[config.mk]
export PLATFORM = sky130hd
export DESIGN_NAME = rvm_vector_map
export DESIGN_NICKNAME = d
export VERILOG_FILES = /design/src/verilog/rvm_pkg.sv /design/src/verilog/rvm_vec_offset.sv /design/src/verilog/rvm_vector_map.sv
export SDC_FILE = /design/constraint.sdc
export NUM_CORES = 1
export LEC_CHECK = 0
export BUFFER_PORTS_ARGS = -buffer_cell sky130_fd_sc_hd__buf_2
export CAP_MARGIN = 20
export CORE_MARGIN = 1.5
export CORE_UTILIZATION = 42
export CTS_BUF_LIST = sky130_fd_sc_hd__clkbuf_8
export CTS_CLUSTER_DIAMETER = 200
export DETAILED_ROUTE_END_ITERATION = 6
export GPL_TIMING_DRIVEN = 0
export PLACE_DENSITY = 0.78
export SYNTH_ARGS = -nofsm -noshare
export SYNTH_HDL_FRONTEND = slang
export SYNTH_SLANG_ARGS = --single-unit
[constraint.sdc]
create_clock -name clk_sys -period 1.1 [get_ports clk_sys]
set_input_delay 0.165 -clock clk_sys [delete_from_list [all_inputs] [get_ports clk_sys]]
set_output_delay 0.165 -clock clk_sys [all_outputs]
set_load 0.02 [all_outputs]
[src/verilog/rvm_pkg.sv]
// Package: vector map constants for the reset and interrupt vector block
package rvm_pkg;
   localparam int ADDR_W      = 13;           // Program word address width
   localparam int SRC_N       = 26;           // Interrupt sources (vectors 2..27)
   localparam int SRC_W       = 5;            // Source index width
   localparam logic [12:0] RESET_VEC      = 13'h0000; // Application reset address
   localparam logic [12:0] APP_IVT_BASE   = 13'h0002; // Application vector base
   localparam logic [12:0] BOOT_IVT_OFS   = 13'h0002; // Boot base offset of table
   localparam logic [12:0] VEC_STRIDE     = 13'h0002; // Words between vectors
   localparam logic [12:0] BOOT_RESET_DEF = 13'h1c00; // Default boot section start
   localparam logic FUSE_PROGRAMMED = 1'b0;   // Fuse value 0 means programmed
   // Source indices, vector number minus two
   localparam logic [4:0] SRC_EXT0    = 5'h00;
   localparam logic [4:0] SRC_EXT1    = 5'h01;
   localparam logic [4:0] SRC_PCG0    = 5'h02;
   localparam logic [4:0] SRC_PCG1    = 5'h03;
   localparam logic [4:0] SRC_PCG2    = 5'h04;
   localparam logic [4:0] SRC_WDOG    = 5'h05;
   localparam logic [4:0] SRC_T2CA    = 5'h06;
   localparam logic [4:0] SRC_T2CB    = 5'h07;
   localparam logic [4:0] SRC_T2OV    = 5'h08;
   localparam logic [4:0] SRC_T1CP    = 5'h09;
   localparam logic [4:0] SRC_T1CA    = 5'h0a;
   localparam logic [4:0] SRC_T1CB    = 5'h0b;
   localparam logic [4:0] SRC_T1OV    = 5'h0c;
   localparam logic [4:0] SRC_T0CA    = 5'h0d;
   localparam logic [4:0] SRC_T0CB    = 5'h0e;
   localparam logic [4:0] SRC_T0OV    = 5'h0f;
   localparam logic [4:0] SRC_SERXFER = 5'h10;
   localparam logic [4:0] SRC_RXDONE  = 5'h11;
   localparam logic [4:0] SRC_TXEMPTY = 5'h12;
   localparam logic [4:0] SRC_TXDONE  = 5'h13;
   localparam logic [4:0] SRC_CONV    = 5'h14;
   localparam logic [4:0] SRC_NVRDY   = 5'h15;
   localparam logic [4:0] SRC_ACMP    = 5'h16;
   localparam logic [4:0] SRC_TWOW    = 5'h17;
   localparam logic [4:0] SRC_SPRDY   = 5'h18;
   localparam logic [4:0] SRC_RXSTART = 5'h19;
   // Fetch request kinds
   typedef enum logic [1:0] {
      RVM_IDLE  = 2'b00,
      RVM_RESET = 2'b01,
      RVM_IRQ   = 2'b10
   } rvm_req_e;
endpackage

[src/verilog/rvm_vec_offset.sv]
// Vector table offset for one source index
module rvm_vec_offset
   import rvm_pkg::*;
(
   input  wire logic [rvm_pkg::SRC_W-1:0]  srcIdx,
   output logic      [rvm_pkg::ADDR_W-1:0] tableOfs,
   output logic                            srcValid
);
   import rvm_pkg::*;

   // Offset is stride times index, spaced two words apart
   always_comb
   begin
      tableOfs = 13'(VEC_STRIDE * 13'(srcIdx));
      srcValid = (srcIdx <= SRC_RXSTART);
   end
endmodule

[src/verilog/rvm_vector_map.sv]
// Reset and interrupt vector address generator for the core fetch logic

// Summary of operation
// - After any system reset, fetch starts at 0x0000 unless the boot fuse relocates it.
// - External request zero uses 0x0002 and request one 0x0004 from the active base.
// - Pin change groups use 0x0006, 0x0008, 0x000A and the watchdog uses 0x000C.
// - Second 8-bit timer compare A, compare B and overflow use 0x000E, 0x0010, 0x0012.
// - 16-bit timer capture, compare A, compare B, overflow use 0x0014 to 0x001A.
// - First 8-bit timer compare A, compare B and overflow use 0x001C, 0x001E, 0x0020.
// - Serial transfer 0x0022, receive 0x0024, tx empty 0x0026, tx done 0x0028, start 0x0034.
// - Conversion 0x002A, nv data 0x002C, comparator 0x002E, two-wire 0x0030, program 0x0032.
// - With vector select set, each vector is the table offset added to the boot start plus 0x0002.
// - Fuse 1 resets to 0x000, fuse 0 to the boot address; select picks the vector base.
// - An interrupt vector is only fetched for an enabled interrupt that the core has taken.
module rvm_vector_map
   import rvm_pkg::*;
#(
   parameter logic [12:0] BOOT_RESET_ADDR = rvm_pkg::BOOT_RESET_DEF
)
(
   input  wire logic                        clk_sys,
   input  wire logic                        sys_rst,
   input  wire logic                        boot_reset_fuse,
   input  wire logic                        vector_select_boot,
   input  wire logic                        irqAccept,
   input  wire logic                        irqEnabled,
   input  wire logic [rvm_pkg::SRC_W-1:0]   irqSource,
   output logic                             vecLoad,
   output logic      [rvm_pkg::ADDR_W-1:0]  vecAddr,
   output rvm_pkg::rvm_req_e                vecKind
);
   import rvm_pkg::*;

   // Start-up phases around reset release
   typedef enum logic [1:0] {
      RVM_PH_HOLD   = 2'b00,  // Reset held
      RVM_PH_VECTOR = 2'b01,  // Reset vector presented
      RVM_PH_RUN    = 2'b10   // Interrupt vectors served
   } rvm_phase_e;

   logic [ADDR_W-1:0] tableOfs;
   logic              srcValid;
   logic              srcListed;
   logic              acceptOk;
   logic [ADDR_W-1:0] bootBase;
   logic [ADDR_W-1:0] ivtBase;
   logic [ADDR_W-1:0] irqAddr;
   logic [ADDR_W-1:0] resetAddr;
   logic              resetPend;
   logic              fuseLatched;
   rvm_phase_e        phase;
   rvm_phase_e        next_phase;
   logic              next_load;
   logic [ADDR_W-1:0] next_addr;
   rvm_req_e          next_kind;

   // Fixed table offset of the requested source
   rvm_vec_offset uOfs
   (
      .srcIdx   (irqSource),
      .tableOfs (tableOfs),
      .srcValid (srcValid)
   );

   // Only sources that stand in the vector table may be served
   always_comb
   begin
      srcListed = 1'b0;
      case (irqSource)
         SRC_EXT0,
         SRC_EXT1:    srcListed = 1'b1;
         SRC_PCG0,
         SRC_PCG1,
         SRC_PCG2,
         SRC_WDOG:    srcListed = 1'b1;
         SRC_T2CA,
         SRC_T2CB,
         SRC_T2OV:    srcListed = 1'b1;
         SRC_T1CP,
         SRC_T1CA,
         SRC_T1CB,
         SRC_T1OV:    srcListed = 1'b1;
         SRC_T0CA,
         SRC_T0CB,
         SRC_T0OV:    srcListed = 1'b1;
         SRC_SERXFER,
         SRC_RXDONE,
         SRC_TXEMPTY,
         SRC_TXDONE,
         SRC_RXSTART: srcListed = 1'b1;
         SRC_CONV,
         SRC_NVRDY,
         SRC_ACMP,
         SRC_TWOW,
         SRC_SPRDY:   srcListed = 1'b1;
         default:     srcListed = 1'b0;  // Beyond the table
      endcase
   end

   // Accept counts only for an enabled, listed source
   always_comb
   begin
      acceptOk = irqAccept && irqEnabled && srcValid && srcListed;
   end

   // Fuse captured while reset is held, a strap sampled by the clock
   always_ff @(posedge clk_sys)
   begin
      if (sys_rst)
         fuseLatched <= boot_reset_fuse;
   end

   // Reset vector follows the fuse
   always_comb
   begin
      if (fuseLatched == FUSE_PROGRAMMED)
         resetAddr = BOOT_RESET_ADDR;
      else
         resetAddr = RESET_VEC;
   end

   // Boot-section table base, boot start plus the fixed table offset
   always_comb
   begin
      bootBase = ADDR_W'(BOOT_RESET_ADDR + BOOT_IVT_OFS);
   end

   // Active vector base from the select bit
   always_comb
   begin
      if (vector_select_boot)
         ivtBase = bootBase;
      else
         ivtBase = APP_IVT_BASE;
   end

   // Interrupt vector, table offset added to the active base
   always_comb
   begin
      irqAddr = ADDR_W'(ivtBase + tableOfs);
   end

   // Start-up phase, forced to hold while reset is high
   always_ff @(posedge clk_sys)
   begin
      if (sys_rst)
         phase <= RVM_PH_HOLD;
      else
         phase <= next_phase;
   end

   // Leave hold for one reset vector cycle, then serve interrupts
   always_comb
   begin
      next_phase = phase;
      case (phase)
         RVM_PH_HOLD:
            next_phase = RVM_PH_VECTOR;
         RVM_PH_VECTOR:
            next_phase = RVM_PH_RUN;
         RVM_PH_RUN:
            next_phase = RVM_PH_RUN;
         default:
            next_phase = RVM_PH_RUN;  // Stray code gives no spurious reset load
      endcase
   end

   // One reset vector load right after release
   always_comb
   begin
      resetPend = (phase == RVM_PH_HOLD);
   end

   // Choose what to present next; reset has precedence
   always_comb
   begin
      next_load = 1'b0;
      next_addr = vecAddr;
      next_kind = RVM_IDLE;
      if (resetPend)
      begin
         next_load = 1'b1;
         next_addr = resetAddr;
         next_kind = RVM_RESET;
      end
      else if (acceptOk)
      begin
         next_load = 1'b1;
         next_addr = irqAddr;
         next_kind = RVM_IRQ;
      end
   end

   // Load strobe toward the program counter, one cycle per vector
   always_ff @(posedge clk_sys)
   begin
      if (sys_rst)
         vecLoad <= 1'b0;
      else
         vecLoad <= next_load;
   end

   // Vector address, held between loads
   always_ff @(posedge clk_sys)
   begin
      if (sys_rst)
         vecAddr <= RESET_VEC;
      else
         vecAddr <= next_addr;
   end

   // Kind of the vector now presented
   always_ff @(posedge clk_sys)
   begin
      if (sys_rst)
         vecKind <= RVM_IDLE;
      else
         vecKind <= next_kind;
   end
endmodule

==> metrics <==
outcome completed; Pint 837 µW; Vias 483; Syn Area/Cell 9.92 µm²; Worst-path clk slew 0.05 ns; crit path capture type flip-flop; Total Routing Usage GR 15.0%; TNS Setup 0 ns; post-route ant nets 0; Peak VDD IR 1.15 mV; Routed WL 1050 µm; Clock Path Buffers 2; R2R cell count 4; Leak 0.000392 µW; Critical Path AT 1.19 ns; Synth cell types 25; grt total ovfl 0; switch share 27.2%; core footprint 0.00128 mm²; clk root buf clkbuf_8; Final setup viols 0; HPWL after detailed placement 784 µm; area of the multi-input gates 303 µm²; initial antenna violation count 0; Worst Path Required 1.25 ns; setup slack, reg-to-reg 0.12 ns; num rows 13; Netlist Area Pre-Place 576 µm²; Die H 40.0 µm; H-Tree Depth 1; Max FO, Critical Path 5; DR WL/cell 10.2 µm; Syn. warnings 0; Num CTS Buffers 3; Sequential Power Share 42.6%; total die area 0.00160 mm²; nets@finish 102; DR iter-0 viols 1; placed cells 98; register area 253 µm²; Die Width 40.0 µm; TritonCTS clock tree done; placer's final routability congestion estimate 0.708; # IOs 27; vias in the first global route 384; largest net degree at the start of global routing 9; Synth Instances 58; Clock Skew 0.00475 ns; pins over their slew limit 0; pwr dens 1380 mW/mm²; register bit total from synthesis 12; drt pass-1 iters 2; CP Depth 7; CP max stage delay 0.23 ns; Min-Delay Path Depth 1; final hold vios 0; RSZ-0062 raised after global routing no; clock power share 34.0%; Tmin final 1.03 ns; period utilization 94.0%; worst skew pair latency 0.24 ns; Comb pwr share 23.4%; clk sink count 12; CP Buf/Inv Count 2; layout cells sized above 1 52.3%; Max Fclk 0.967 GHz; Net Switching 313 µW; final non-filler cell total 103; fillcell total 125; via/cell ratio 4.69; IO Port Bufs 22; fin area 831 µm²; Area after DPL 743 µm²; utilization after layout 64.7%; slowest CP cell o311ai_4; Layout area overhead 44.3%; HP Class input pin to flip-flop; sequential area share after synthesis 43.5%; startpoint types input pin; critical-path cell list buf_2 > ha_4 > nor2b_4 > o311ai_4 > buf_4 > a31oi_1 > a221oi_2; # DRC 0; Setup CP Type input pin to flip-flop; Inserted Diodes 0; max cap viols 0; initial core utilization 44.8%; total power 1150 µW; kind of cell adding the most delay to the critical path compound AO/OA/AOI/OAI gates; first-pass GRT wire length 1550 µm
-- Yosys cell counts --
library cell | number | area share (%)
a221oi_2 | 1 | 2.6
o21ai_0 | 1 | 0.87
and3_1 | 1 | 1.1
nand3_1 | 2 | 1.7
a211oi_1 | 5 | 6.5
inv_1 | 2 | 1.3
buf_4 | 7 | 9.1
buf_2 | 1 | 0.87
xnor2_1 | 1 | 1.5
xor2_1 | 2 | 3.0
o311ai_4 | 1 | 4.6
or2_2 | 1 | 1.1
nor3_1 | 1 | 0.87
buf_1 | 1 | 0.65
and2_1 | 1 | 1.1
nor2_1 | 4 | 2.6
a21oi_1 | 6 | 5.2
o311a_2 | 1 | 2.0
edfxtp_1 | 1 | 5.2
nand2_1 | 2 | 1.3
nor2b_4 | 1 | 2.4
dfxtp_1 | 11 | 38
conb_1 | 1 | 0.65
a31oi_1 | 1 | 1.1
ha_1 | 2 | 4.3
-- sequential cells by signal, indices dropped and copies added, names as in the netlist --
| signal | flops |
|---|---|
| vecAddr | 7 |
| vecKind | 1 |
| vecLoad | 1 |
| fuseLatched | 1 |
| phase | 2 |
-- logic make-up (layout without fill, tap and decap cells) --
logic type / Yosys count / count (layout) / share of synthesized area (%)
DFF: 12 / 12 / 43.5
buffers and inverters: 11 / 38 / 12.0
other: 1 / 4 / 0.652
xor gates and xnor gates: 3 / 3 / 4.57
and+or+nand+nor: 13 / 13 / 12.2
adders and majority gates: 2 / 2 / 4.35
AOI/OAI and AO/OA: 16 / 16 / 22.8
-- layout make-up --
class                      instances  area share (%)
clock buffer                       3            4.97
tap                               15            2.26
sequential                        12            30.4
buffer                             8            6.78
clock inverter                     1           0.452
multi-input combinational         38            36.4
inverter                           2            2.41
timing repair buffer              24            16.3
-- placed cells by master (no fill, tap or decap), types with 2 or more instances in the layout --
master | netlist | final
a211oi_1 | 5 | 4
a21oi_1 | 6 | 6
buf_2 | 1 | 21
buf_4 | 7 | 8
buf_6 | 0 | 2
clkbuf_8 | 0 | 3
conb_1 | 1 | 4
dfxtp_1 | 11 | 9
dfxtp_2 | 0 | 2
inv_1 | 2 | 2
nand2_1 | 2 | 2
nand3_1 | 2 | 2
nor2_1 | 4 | 2
nor2_4 | 0 | 2
xor2_1 | 2 | 2
-- power groups by stage --
stage | logic, µW | clock network, µW | registers (µW)
final | 269 | 391 | 490
after global routing | 298 | 426 | 493
after CTS | 267 | 405 | 490
after detailed placement | 249 | 0 | 493
after global placement | 246 | 0 | 492
after floorplan | 150 | 0 | 513
-- worst register-to-register path: stages, from the launching register on --
cell and delay (ns):
dfxtp_2 0.33, nor2_4 0.14, or2_4 0.18, inv_1 0.05, and3_1 0.17
-- metal layers --
layer / vias to the layer above / part of all wire [%] / global-route usage, % / wire (µm)
met2: 18 / 48 / 25.0 / 502
met4: 0 / 0.96 / 5.17 / 10
met5: - / 0 / 0 / 0
met1: 210 / 44 / 16.8 / 463
met3: 2 / 6.7 / 6.67 / 70
li1: 253 / - / - / -
-- what timing repair did --
action,in CTS,in global routing
setup endpoints to repair,7,6
gates cloned,0,0
buffers inserted,2,0
hold buffers,0,0
pin swaps,1,3
gates resized for setup,8,3
-- metrics by stage --
stage | worst slack (ns) | hold slack [ns]
final | 0.0655 | 0.107
after global routing | 0.00351 | 0.104
after CTS | 0.00845 | 0.103
after detailed placement | -0.381 | 0.344
after global placement | -0.340 | 0.347
after floorplan | -0.0377 | 0.231
-- worst paths after layout --
kind / startpoint / to
worst max-delay path: irqSource[0] / vecAddr[11]$_SDFFE_PP0P_
worst min-delay path: boot_reset_fuse / fuseLatched$_DFFE_PP_
worst max register to register: phase[1]$_SDFF_PP0_ / vecAddr[6]$_SDFFE_PP0P_
worst min register to register: phase[1]$_SDFF_PP0_ / phase[0]$_SDFF_PP0_
Note: power is estimated with default switching activity, not from simulation.
